$ cat config.mk
export PLATFORM = sky130hd
export DESIGN_NAME = aqc_serial_ctrl
export DESIGN_NICKNAME = d
export VERILOG_FILES = /design/src/rtl/aqc_pkg.sv /design/src/rtl/aqc_pair_buf.sv /design/src/rtl/aqc_serial_ctrl.sv
export SDC_FILE = /design/constraint.sdc
export NUM_CORES = 1
export LEC_CHECK = 0
export BUFFER_PORTS_ARGS = -buffer_cell sky130_fd_sc_hd__buf_2
export CAP_MARGIN = 25
export CORE_MARGIN = 2
export CORE_UTILIZATION = 45
export CTS_BUF_LIST = sky130_fd_sc_hd__clkbuf_4 sky130_fd_sc_hd__clkbuf_8
export CTS_CLUSTER_SIZE = 16
export DETAILED_ROUTE_END_ITERATION = 6
export SKIP_CTS_REPAIR_TIMING = 1
export SLEW_MARGIN = 10
export SYNTH_ARGS = -nofsm -noshare
export SYNTH_HDL_FRONTEND = slang
export SYNTH_SLANG_ARGS = --single-unit
export TNS_END_PERCENT = 10
$ cat constraint.sdc
create_clock -name core_clk -period 5.8 [get_ports core_clk]
set_input_delay 0.58 -clock core_clk [delete_from_list [all_inputs] [get_ports core_clk]]
set_output_delay 0.58 -clock core_clk [all_outputs]
set_load 0.05 [all_outputs]
$ cat src/rtl/aqc_pkg.sv
// Purpose: Shared constants and types for the four-input converter serial control.
// Assumes: One core clock; the serial pins are asynchronous to it.
// Notes:   Cycle numbers count serial clock periods from the start of a conversion.
// What this block does
// - First conversion after power-up runs at once, on input one.
// - Result is unsigned straight binary, 256 steps of supply over 256.
// - Track the selected input during the first three serial cycles.
// - Hold and convert from serial cycle four through sixteen.
// - Address shifted in now selects the channel of the next conversion.
// - Channel address is control word bits 5..3, bit 7 arrives first.
// - Control word bits 7..6 and 2..0 never affect operation.
// - Top address bit ignored; low two bits pick input one to four.
// - Result leaves on data out MSB first from the fifth cycle.
// - Data in sampled on the first eight rising edges of each conversion.
// - Data out floats while select is high, driven only while low.
// - After each sixteenth rising edge, next falling edge restarts tracking.
package aqc_pkg;
  // Widths
  localparam int unsigned CODE_W     = 8;
  localparam int unsigned CODE_STEPS = 256;
  localparam int unsigned CHAN_W     = 2;
  localparam int unsigned CYC_W      = 5;
  localparam int unsigned BUF_DEPTH  = 2;

  // Serial cycle landmarks within one conversion
  localparam logic [4:0] CYC_NONE       = 5'h00;
  localparam logic [4:0] CYC_FIRST      = 5'h01;
  localparam logic [4:0] CYC_LAST_TRACK = 5'h03;
  localparam logic [4:0] CYC_HOLD       = 5'h04;
  localparam logic [4:0] CYC_MSB        = 5'h05;
  localparam logic [4:0] CYC_LSB        = 5'h0C;
  localparam logic [4:0] CYC_LAST       = 5'h10;
  localparam logic [4:0] RISE_CTRL_LAST = 5'h07;

  // Reset values
  localparam logic [1:0] CHAN_RESET = 2'h0;
  localparam logic [7:0] CODE_RESET = 8'h00;
  localparam logic [7:0] CTRL_RESET = 8'h00;

  // Conversion phase
  typedef enum logic [1:0] {
    AQC_IDLE  = 2'b00,
    AQC_TRACK = 2'b01,
    AQC_HOLD  = 2'b10
  } aqc_mode_t;

  // Control word as shifted in, bit 7 first
  typedef struct packed {
    logic [1:0] ignored_bit_hi;
    logic       chan_addr_bit_high;
    logic       chan_addr_bit_mid;
    logic       chan_addr_bit_low;
    logic [2:0] ignored_bit_lo;
  } aqc_ctrl_word_t;

  // One finished conversion
  typedef struct packed {
    logic [1:0] chan;
    logic [7:0] code;
  } aqc_result_t;

  localparam int unsigned RES_W = $bits(aqc_result_t);
endpackage

$ cat src/rtl/aqc_pair_buf.sv
// Purpose: Small valid/ready buffer for finished conversion results.
// Assumes: Both sides on core_clk; ce freezes all state.
// Notes:   in_ready falls only when every entry is occupied.
module aqc_pair_buf #(
  parameter int unsigned WIDTH = aqc_pkg::RES_W,
  parameter int unsigned DEPTH = aqc_pkg::BUF_DEPTH
) (
  // Clock and control
  input  wire logic             core_clk,
  input  wire logic             rst,
  input  wire logic             ce,
  // Fill side
  input  wire logic             in_valid,
  output logic                  in_ready,
  input  wire logic [WIDTH-1:0] in_data,
  // Drain side
  output logic                  out_valid,
  input  wire logic             out_ready,
  output logic      [WIDTH-1:0] out_data
);
  localparam int unsigned PTR_W = (DEPTH > 1) ? $clog2(DEPTH) : 1;
  localparam int unsigned CNT_W = $clog2(DEPTH + 1);

  logic [WIDTH-1:0] mem_reg  [DEPTH];
  logic [WIDTH-1:0] mem_next [DEPTH];
  logic [PTR_W-1:0] wr_reg;
  logic [PTR_W-1:0] wr_next;
  logic [PTR_W-1:0] rd_reg;
  logic [PTR_W-1:0] rd_next;
  logic [CNT_W-1:0] cnt_reg;
  logic [CNT_W-1:0] cnt_next;
  logic             push;
  logic             pop;

  // Honest flags straight from the occupancy count
  assign in_ready  = (cnt_reg != CNT_W'(DEPTH));
  assign out_valid = (cnt_reg != '0);
  assign out_data  = mem_reg[rd_reg];

  // Pointer and storage update
  always_comb begin
    push     = in_valid && in_ready && ce;
    pop      = out_valid && out_ready && ce;
    mem_next = mem_reg;
    wr_next  = wr_reg;
    rd_next  = rd_reg;
    if (push) begin
      mem_next[wr_reg] = in_data;
      wr_next = (wr_reg == PTR_W'(DEPTH - 1)) ? '0 : wr_reg + 1'b1;
    end
    if (pop) begin
      rd_next = (rd_reg == PTR_W'(DEPTH - 1)) ? '0 : rd_reg + 1'b1;
    end
    cnt_next = cnt_reg + CNT_W'(push) - CNT_W'(pop);
  end

  // Registers
  always_ff @(posedge core_clk) begin
    if (rst) begin
      mem_reg <= '{default: '0};
      wr_reg  <= '0;
      rd_reg  <= '0;
      cnt_reg <= '0;
    end else if (ce) begin
      mem_reg <= mem_next;
      wr_reg  <= wr_next;
      rd_reg  <= rd_next;
      cnt_reg <= cnt_next;
    end
  end
endmodule

$ cat src/rtl/aqc_serial_ctrl.sv
// Purpose: Serial framing, track/hold sequencing and result shifting of the converter.
// Assumes: Serial pins and input levels are asynchronous; serial clock well below core_clk/4.
// Notes:   Input levels arrive already quantised to straight-binary codes.
module aqc_serial_ctrl (
  // Clock and control
  input  wire logic                      core_clk,
  input  wire logic                      rst,
  input  wire logic                      ce,
  // Serial pins
  input  wire logic                      cs_n_pin,
  input  wire logic                      sclk_pin,
  input  wire logic                      din_pin,
  output logic                           dout,
  output logic                           dout_oe_n,
  // Quantised input levels
  input  wire logic [aqc_pkg::CODE_W-1:0] analog_input_one,
  input  wire logic [aqc_pkg::CODE_W-1:0] analog_input_two,
  input  wire logic [aqc_pkg::CODE_W-1:0] analog_input_three,
  input  wire logic [aqc_pkg::CODE_W-1:0] analog_input_four,
  // Front-end control
  output logic [aqc_pkg::CHAN_W-1:0]      mux_sel,
  output logic                           track_en,
  output logic                           hold_en,
  // Result stream
  output logic                           res_valid,
  input  wire logic                      res_ready,
  output aqc_pkg::aqc_result_t           res_data,
  output logic                           res_lost
);
  // Synchroniser stages: [0] first flop, [1] second flop
  logic [1:0] cs_sync_reg;
  logic [1:0] cs_sync_next;
  logic [1:0] sclk_sync_reg;
  logic [1:0] sclk_sync_next;
  logic [1:0] din_sync_reg;
  logic [1:0] din_sync_next;
  logic       cs_d_reg;
  logic       cs_d_next;
  logic       sclk_d_reg;
  logic       sclk_d_next;
  logic [3:0][aqc_pkg::CODE_W-1:0] lvl_raw;
  logic [3:0][aqc_pkg::CODE_W-1:0] lvl_s1_reg;
  logic [3:0][aqc_pkg::CODE_W-1:0] lvl_s2_reg;

  // Conversion state
  aqc_pkg::aqc_mode_t                mode_reg;
  aqc_pkg::aqc_mode_t                mode_next;
  logic [aqc_pkg::CYC_W-1:0]         cyc_reg;
  logic [aqc_pkg::CYC_W-1:0]         cyc_next;
  logic [aqc_pkg::CYC_W-1:0]         rise_reg;
  logic [aqc_pkg::CYC_W-1:0]         rise_next;
  logic [aqc_pkg::CODE_W-1:0]        ctrl_sh_reg;
  logic [aqc_pkg::CODE_W-1:0]        ctrl_sh_next;
  logic [aqc_pkg::CHAN_W-1:0]        chan_reg;
  logic [aqc_pkg::CHAN_W-1:0]        chan_next;
  logic [aqc_pkg::CHAN_W-1:0]        active_reg;
  logic [aqc_pkg::CHAN_W-1:0]        active_next;
  logic [aqc_pkg::CODE_W-1:0]        sample_reg;
  logic [aqc_pkg::CODE_W-1:0]        sample_next;
  logic [aqc_pkg::CODE_W-1:0]        out_sh_reg;
  logic [aqc_pkg::CODE_W-1:0]        out_sh_next;
  logic                              dout_reg;
  logic                              dout_next;
  logic                              lost_reg;
  logic                              lost_next;

  // Decoded events
  logic                              cs_high;
  logic                              cs_fall;
  logic                              sclk_rise;
  logic                              sclk_fall;
  logic                              start_conv;
  logic                              push_res;
  logic                              buf_in_ready;
  aqc_pkg::aqc_ctrl_word_t           ctrl_word;
  aqc_pkg::aqc_result_t              push_data;

  assign lvl_raw = {analog_input_four, analog_input_three, analog_input_two, analog_input_one};

  // Pin synchronisers; only the second stage feeds logic
  always_comb begin
    cs_sync_next   = {cs_sync_reg[0], cs_n_pin};
    sclk_sync_next = {sclk_sync_reg[0], sclk_pin};
    din_sync_next  = {din_sync_reg[0], din_pin};
    cs_d_next      = cs_sync_reg[1];
    sclk_d_next    = sclk_sync_reg[1];
  end

  always_ff @(posedge core_clk) begin
    if (rst) begin
      cs_sync_reg   <= 2'h3;
      sclk_sync_reg <= 2'h0;
      din_sync_reg  <= 2'h0;
      cs_d_reg      <= 1'b1;
      sclk_d_reg    <= 1'b0;
    end else if (ce) begin
      cs_sync_reg   <= cs_sync_next;
      sclk_sync_reg <= sclk_sync_next;
      din_sync_reg  <= din_sync_next;
      cs_d_reg      <= cs_d_next;
      sclk_d_reg    <= sclk_d_next;
    end
  end

  // Level synchronisers per input; levels must be steady around the hold edge
  for (genvar ch = 0; ch < 4; ch++) begin : g_lvl
    always_ff @(posedge core_clk) begin
      if (rst) begin
        lvl_s1_reg[ch] <= aqc_pkg::CODE_RESET;
        lvl_s2_reg[ch] <= aqc_pkg::CODE_RESET;
      end else if (ce) begin
        lvl_s1_reg[ch] <= lvl_raw[ch];
        lvl_s2_reg[ch] <= lvl_s1_reg[ch];
      end
    end
  end

  // Edge decode on synchronised pins
  assign cs_high   = cs_sync_reg[1];
  assign cs_fall   = cs_d_reg && !cs_sync_reg[1];
  assign sclk_rise = sclk_sync_reg[1] && !sclk_d_reg;
  assign sclk_fall = !sclk_sync_reg[1] && sclk_d_reg;
  assign ctrl_word = aqc_pkg::aqc_ctrl_word_t'({ctrl_sh_reg[6:0], din_sync_reg[1]});

  // Select low with clock low counts as the first falling edge
  always_comb begin
    start_conv = 1'b0;
    if (!cs_high) begin
      if (cs_fall) begin
        start_conv = !sclk_sync_reg[1];
      end else if (sclk_fall) begin
        start_conv = (cyc_reg == aqc_pkg::CYC_NONE) || (cyc_reg == aqc_pkg::CYC_LAST);
      end
    end
  end

  // Sequencer next state
  always_comb begin
    mode_next    = mode_reg;
    cyc_next     = cyc_reg;
    rise_next    = rise_reg;
    ctrl_sh_next = ctrl_sh_reg;
    chan_next    = chan_reg;
    active_next  = active_reg;
    sample_next  = sample_reg;
    out_sh_next  = out_sh_reg;
    dout_next    = dout_reg;
    push_res     = 1'b0;
    if (cs_high) begin
      mode_next = aqc_pkg::AQC_IDLE;
      cyc_next  = aqc_pkg::CYC_NONE;
      rise_next = aqc_pkg::CYC_NONE;
      dout_next = 1'b0;
    end else if (start_conv) begin
      mode_next   = aqc_pkg::AQC_TRACK;
      cyc_next    = aqc_pkg::CYC_FIRST;
      rise_next   = aqc_pkg::CYC_NONE;
      active_next = chan_reg;
      dout_next   = 1'b0;
    end else if (cs_fall) begin
      mode_next = aqc_pkg::AQC_IDLE;
      cyc_next  = aqc_pkg::CYC_NONE;
      rise_next = aqc_pkg::CYC_NONE;
    end else if (sclk_fall && cyc_reg != aqc_pkg::CYC_NONE) begin
      cyc_next = cyc_reg + 1'b1;
      if (cyc_next == aqc_pkg::CYC_HOLD) begin
        mode_next   = aqc_pkg::AQC_HOLD;
        sample_next = lvl_s2_reg[active_reg];
        out_sh_next = lvl_s2_reg[active_reg];
      end
      if (cyc_next >= aqc_pkg::CYC_MSB && cyc_next <= aqc_pkg::CYC_LSB) begin
        dout_next   = out_sh_reg[aqc_pkg::CODE_W-1];
        out_sh_next = {out_sh_reg[aqc_pkg::CODE_W-2:0], 1'b0};
      end else begin
        dout_next = 1'b0;
      end
      push_res = (cyc_next == aqc_pkg::CYC_MSB);
    end else if (sclk_rise && cyc_reg != aqc_pkg::CYC_NONE) begin
      rise_next = rise_reg + 1'b1;
      if (rise_reg <= aqc_pkg::RISE_CTRL_LAST) begin
        ctrl_sh_next = ctrl_word;
      end
      if (rise_reg == aqc_pkg::RISE_CTRL_LAST) begin
        // Only the low two address bits decode; the rest are dropped
        chan_next = {ctrl_word.chan_addr_bit_mid, ctrl_word.chan_addr_bit_low};
      end
    end
  end

  // Loss flag when the result buffer cannot accept
  always_comb begin
    lost_next = push_res && !buf_in_ready;
  end

  // Sequencer registers; power-up channel is input one
  always_ff @(posedge core_clk) begin
    if (rst) begin
      mode_reg    <= aqc_pkg::AQC_IDLE;
      cyc_reg     <= aqc_pkg::CYC_NONE;
      rise_reg    <= aqc_pkg::CYC_NONE;
      ctrl_sh_reg <= aqc_pkg::CTRL_RESET;
      chan_reg    <= aqc_pkg::CHAN_RESET;
      active_reg  <= aqc_pkg::CHAN_RESET;
      sample_reg  <= aqc_pkg::CODE_RESET;
      out_sh_reg  <= aqc_pkg::CODE_RESET;
      dout_reg    <= 1'b0;
      lost_reg    <= 1'b0;
    end else if (ce) begin
      mode_reg    <= mode_next;
      cyc_reg     <= cyc_next;
      rise_reg    <= rise_next;
      ctrl_sh_reg <= ctrl_sh_next;
      chan_reg    <= chan_next;
      active_reg  <= active_next;
      sample_reg  <= sample_next;
      out_sh_reg  <= out_sh_next;
      dout_reg    <= dout_next;
      lost_reg    <= lost_next;
    end
  end

  // Outputs
  assign dout      = dout_reg;
  assign dout_oe_n = cs_high;
  assign mux_sel   = active_reg;
  assign track_en  = (mode_reg == aqc_pkg::AQC_TRACK);
  assign hold_en   = (mode_reg == aqc_pkg::AQC_HOLD);
  assign res_lost  = lost_reg;
  assign push_data = '{chan: active_reg, code: sample_next};

  // Parallel result copy; a slow reader stalls only this path
  aqc_pair_buf #(
    .WIDTH (aqc_pkg::RES_W),
    .DEPTH (aqc_pkg::BUF_DEPTH)
  ) u_res_buf (
    .core_clk  (core_clk),
    .rst       (rst),
    .ce        (ce),
    .in_valid  (push_res),
    .in_ready  (buf_in_ready),
    .in_data   (push_data),
    .out_valid (res_valid),
    .out_ready (res_ready),
    .out_data  (res_data)
  );

  logic first_seen_reg;
  always_ff @(posedge core_clk) begin
    if (rst) begin
      first_seen_reg <= 1'b0;
    end else if (ce && start_conv) begin
      first_seen_reg <= 1'b1;
    end
  end
endmodule

# After elaboration in Yosys (flattened, before gate mapping)
# Cells that the tools add are included.
# W data, S select, Z words.
dict set report word_totals {
  ff_bits 134
  latch_bits 0
  ramBits 0
  rom_bits 0
  output_inout_bits 18
  word_cells 134
  n_memories 0
}
dict set report op_classes {
  addsub 6
  mul 0
  n_div 0
  magnitude_cmp 7
  n_eq_ne 9
  n_shift 0
  muxes 43
  bitwise 6
  n_reduce_logical 35
}
# operator count
set ops {}
lappend ops {{$mux W8} 8}
lappend ops {{$mux W5} 9}
lappend ops {{$mux W10} 4}
lappend ops {{$bwmux W20} 1}
lappend ops {{$bmux W8 S2} 1}
lappend ops {{$eq A5 B3 Y1 const B} 3}
lappend ops {{$mux W1} 14}
lappend ops {{$reduce_and A7 Y1} 2}
lappend ops {{$logic_and A1 B1 Y1} 12}
lappend ops {{$reduce_and A3 Y1} 4}
lappend ops {{$reduce_bool A4 Y1} 3}
lappend ops {{$add A5 B1 Y5 const B} 2}
lappend ops {{$demux W10 S1} 1}
lappend ops {{$mux W2} 5}
lappend ops {{$reduce_and A2 Y1} 3}
lappend ops {{$reduce_and A6 Y1} 1}
lappend ops {{$eq A5 B5 Y1 const B} 1}
lappend ops {{$ge A5 B3 Y1 const B} 1}
lappend ops {{$le A5 B3 Y1 const B} 1}
lappend ops {{$le A5 B4 Y1 const B} 1}
lappend ops {{$logic_not A5 Y1} 1}
lappend ops {{$reduce_bool A5 Y1} 1}
lappend ops {{$ge A2 B2 Y1 const B} 2}
lappend ops {{$logic_not A1 Y1} 4}
lappend ops {{15 further kinds} 21}

# Depth between registers and ports, before layout
dict set report depth {
  ltp_word 11
  ltp_mapped 11
}

# Cells and area by module
# Synthesis repeated with hierarchy kept, for this count alone.
dict set report unflattened {
  hier_cells 595
  area_unflattened_um2 6008.3
}
# mod instances cells_each area_per_inst_um2 seq_area_each_um2
set modules_own_cells {}
lappend modules_own_cells {aqc_serial_ctrl 1 481 4808.4 2202.1}
lappend modules_own_cells {aqc_pair_buf 1 114 1199.9 480.5}

# Least setup slack after synthesis
# OpenSTA, ideal clock, no wires.
dict set report synth_path {
  path_kind {register to register}
  from {register cyc_reg[0] (netlist bit)}
  to {register u_res_buf.cnt_reg[1]}
  arrival_ps 2473
  required_ps 5672
  path_slack_ps 3199
  path_stages_with_launch 12
  path_buffers 1
  synth_period_minus_slack_ps 2601
  path_cell_list {dfxtp_1 -> inv_1 -> ha_1 -> or3b_2 -> nand4_1 -> clkbuf_1 -> nor3_1 -> ha_1 -> xor2_1 -> nand2_1 -> xor2_1 -> nor2_1}
}
dict set report synth_between {
  elab_chain_len 11
}
# element line
set synth_rtl {}
lappend synth_rtl {{start, declared} aqc_serial_ctrl.sv:48} ;# logic [aqc_pkg::CYC_W-1:0] cyc_reg;
lappend synth_rtl {{start signal, assigned} aqc_serial_ctrl.sv:199} ;# cyc_reg <= aqc_pkg::CYC_NONE;
lappend synth_rtl {{start signal, assigned} aqc_serial_ctrl.sv:210} ;# cyc_reg <= cyc_next;
lappend synth_rtl {{parallel branches: the longest is 5 deep, another holds $add A5 B1 Y5} -}
lappend synth_rtl {{$mux W1 (*)} aqc_serial_ctrl.sv:154} ;# end else if (start_conv) begin
lappend synth_rtl {{$mux W1 (*)} aqc_serial_ctrl.sv:149} ;# if (cs_high) begin
lappend synth_rtl {{$logic_and A1 B1 Y1 (*) (2 in a row)} aqc_pair_buf.sv:42} ;# push = in_valid && in_ready && ce;
lappend synth_rtl {{$add A2 B1 Y2 (*)} aqc_pair_buf.sv:54} ;# cnt_next = cnt_reg + CNT_W'(push) - CNT_W'(pop);
lappend synth_rtl {{$sub A2 B1 Y2 (*)} aqc_pair_buf.sv:54}
lappend synth_rtl {{end signal, assigned} aqc_pair_buf.sv:68} ;# cnt_reg <= cnt_next;
lappend synth_rtl {{end, declared} aqc_pair_buf.sv:30} ;# logic [CNT_W-1:0] cnt_reg;
# Mark *: on every way between the ends.
# A chain may end at the register's enable or synchronous reset.

# Worst setup path after layout
dict set report layout_path {
  from {register cyc_reg[0] (netlist bit)}
  to {register u_res_buf.mem_reg[8] (netlist bit)}
}
dict set report layout_between {
  elab_chain_len 10
}
# element line
set layout_rtl {}
lappend layout_rtl {{parallel branches: the longest is 5 deep, another holds $add A5 B1 Y5} -}
lappend layout_rtl {{$mux W1 (*)} aqc_serial_ctrl.sv:154}
lappend layout_rtl {{$mux W1 (*)} aqc_serial_ctrl.sv:149}
lappend layout_rtl {{$logic_and A1 B1 Y1 (*) (2 in a row)} aqc_pair_buf.sv:42}
lappend layout_rtl {{$reduce_and A2 Y1 (no source line) (*)} -}
lappend layout_rtl {{end signal, assigned} aqc_pair_buf.sv:65} ;# mem_reg <= mem_next;
lappend layout_rtl {{end, declared} aqc_pair_buf.sv:24} ;# logic [WIDTH-1:0] mem_reg [DEPTH];
# Marked as above.

==> impl_results.md <==
- Worst r2r path cells: 7
- Pin count of the biggest net entering global routing: 107
- Clock share of power: 39.3%
- CTS Sinks: approximately 130
- TritonCTS clock tree: yes
- Max Clock Skew: 0.0112 ns
- Power density over the cells: 273 nW/um^2
- Vias in the first global route: around 3900
- DRC violation count after routing: 0
- Synthesis-stage register bit count: approximately 130
- Arrival time at the worst endpoint: between 3 and 4 ns
- Share of power burned in combinational logic: between 6 and 7%
- Data required, critical path: 6.11 ns
- Most used flip-flop cell after synthesis: dfxtp_1
- Final Cycle Share: around 56%
- Delay of the slowest cell on the worst path: ~1.0 ns
- Critical R2R Capture: u_res_buf.mem_reg[8]
- Count of TritonRoute iterations in the first routing pass: 4
- Clock Root Buffer: clkbuf_8
- Pint: ~1.4 mW
- Routed wire length per instance: about 14 um
- Gpl congestion: about 0.81
- Crit path max fanout: 18
- Setup TNS: 0 ns
- Number of nets in the layout: 665
- Share of synthesized registers carrying an async set or reset: 0%
- Crit-path cells: inv_1 -> ha_1 -> or3b_2 -> nand4_1 -> nor4b_4 -> mux2i_1 -> nor2_1
- Final setup fails: 0
- Summed instance area of the synthesized netlist: between 5000 and 6000 sq um
- Site row count: 41
- I/O Buffers: 56
- Antenna violations before repair: 0
- Leakage power figure: ~2.8 nW
- Most common cell after layout, fill and taps aside: nor2_1
- Slew of the pin with the lowest slew margin: 1.01 ns
- Outcome: finished, final reports clean
- Path class of the lowest-slack min-delay path: in2reg
- Top-area cell type share of the netlist area: 46.8%
- Launch point of the critical path: cyc_reg[0]
- Wire length of the first global-routing pass: around 19 mm
- Count of maximum capacitance violations: 0
- R2R Path Start: cyc_reg[0]
- Top-Level Pins: between 50 and 60
- Chip width: between 100 and 150 um
- Final Hold Vio Count: 0
- Unrepaired setup endpoints after global routing: no
- CTS buffer count: 17
- Switching power of the nets: around 0.40 mW
- Worst hold path depth: 2
- Final critical-path required period: between 3 and 4 ns
- Global-route usage over all layers: approximately 18%
- Mean number of vias per cell: roughly 5.1
- Critical Path End: u_res_buf.mem_reg[8]
- Sort of element at the start of the critical path: register
- Critical setup path kind: reg2reg
- Clk buf depth: 2
- Worst-case setup margin in the final layout: about 2.6 ns
- Sequential element share of the synthesized area: between 40% and 50%
- Antenna diode count: 0
- Number of cells produced by synthesis: 578
- Die footprint: approximately 14000 sq um
- Worst VDD drop: 0.185 mV
- Vias after detailed routing: 4061
- Sw frac: between 20% and 30%
- R2R setup slack: around 2.6 ns
- Starting utilization of the core area: between 40% and 50%
- Mapped Nets: between 600 and 700
- DP HPWL: about 7.7 mm
- Area added between synthesis and finish: 12.9%
- Gr ovfl total: 0
- Number of distinct library cells after synthesis: 57
- Crit end category: register
- Worst max-slew margin expressed relative to the limit: between 30% and 40%
- FMAX: approximately 310 MHz
- Number of max-slew violations in the final report: 0
- Overall die height: ~120 um
- Setup slack at placement: 2.23 ns
- Mean area per synthesized cell: ~9.9 sq um
- Sequential share of power: between 50% and 60%
- Main area contributors after synthesis: dfxtp_1, mux2i_1, nor2_1, a211oi_1, mux4_2
- First-iteration detailed-routing DRC count: between 150 and 200
- Std-Cell Core Area: approximately 13000 sq um
- Warning count from the yosys run: 0
- Share of layout cells above drive strength 1: between 10% and 20%
- Cell with the biggest individual delay on the critical path: nor4b_4
- Dominant cell type by area after synthesis: dfxtp_1
- Leading cell types in the layout, fill and taps excluded: nor2_1, dfxtp_1, mux2i_1, buf_2, a211oi_1
- Post-synth EDFFs: 0
- Routed wire length: ~12 mm
- Clock latency on the worst-skew pair: ~0.43 ns
- CTS clk-pin slew, worst paths: 0.07 ns
- H-tree level count: 4
- Number of routed nets with antenna violations: 0
## cell type report
| cell class | instances | area, sq um |
|---|---|---|
| sequential | 134 | 2680 |
| clock buffer | 27 | 340 |
| tap | 172 | 215 |
| clock inverter | 3 | 17.5 |
| multi-input combinational | 394 | 2840 |
| fill | 1213 | 6040 |
| inverter | 14 | 52.6 |
| timing repair buffer | 59 | 328 |
## critical path, delay by kind of cell, from the launching register on
| kind | cells | cell delay, ns |
|---|---|---|
| DFF | 1 | 0.49 |
| buffers and inverters | 1 | 0.10 |
| muxes | 1 | 0.26 |
| adders and majority gates | 1 | 0.28 |
| and+or+nand+nor | 4 | 1.97 |
## through the flow
stage | power (mW) | util (%) | area (sq um) | instances | hold WS (ns)
after global routing | 1.85 | 51.7 | 6470 | 803 | 0.343
after floorplan | 1.06 | - | 5730 | 578 | 0.441
final | 1.76 | 51.7 | 6470 | 803 | 0.362
after CTS | 1.79 | 51.5 | 6450 | 802 | 0.325
after detailed placement | 1.09 | 48.6 | 6090 | 772 | 0.450
after global placement | 1.09 | 48.6 | 6090 | 772 | 0.443
## cell families after synthesis
family,share of synthesized area [%]
and+or+nand+nor,15.7
DFF,46.8
muxes,22.0
AOI/OAI and AO/OA,9.41
buffers and inverters,3.71
xor gates and xnor gates,1.07
adders and majority gates,1.31
## synthesized netlist by cell type (2+ instances only)
cell type,number
clkbuf_1,25
buf_2,2
nor2b_1,7
nor2_1,142
mux2i_1,89
nand4_1,2
buf_6,2
a22oi_1,2
a21oi_1,13
dfxtp_1,134
nand2_1,11
xor2_1,2
mux2_1,7
nand3b_1,2
xnor2_1,5
buf_4,2
buf_1,5
mux2_2,10
a211oi_1,25
a211oi_2,7
nand3_1,6
a31oi_1,2
o21ai_0,8
mux4_2,8
and2_1,3
nand2b_1,4
ha_1,6
a211o_1,3
and3_1,2
or3_1,2
inv_1,14
## power by group through the flow
stage               logic (mW)  clock network [mW]  registers, mW
floorplan               0.0770                   0          0.980
global placement         0.103                   0          0.984
detailed placement       0.106                   0          0.985
CTS                      0.106               0.724          0.964
global route             0.120               0.763          0.966
finish                   0.107               0.693          0.964
## worst min-delay path by stage
stage	from	endpoint	slack, ns
global placement	dout	dout	0.44
global route	cs_n_pin	cs_sync_reg[0]	0.34
floorplan	out_sh_reg[1]	out_sh_reg[1]	0.44
detailed placement	dout	dout	0.45
finish	cs_n_pin	cs_sync_reg[0]	0.36
CTS	cs_n_pin	cs_sync_reg[0]	0.32
## metal layers
| layer | GRT usage, % | share of wire (%) | up-vias |
|---|---|---|---|
| met5 | 0 | 0 | - |
| li1 | - | - | 2093 |
| met3 | 4.69 | 3.4 | 10 |
| met2 | 28.4 | 47 | 68 |
| met4 | 6.82 | 1.1 | 0 |
| met1 | 23.7 | 48 | 1890 |
Note: power is estimated with default switching activity, not from simulation.
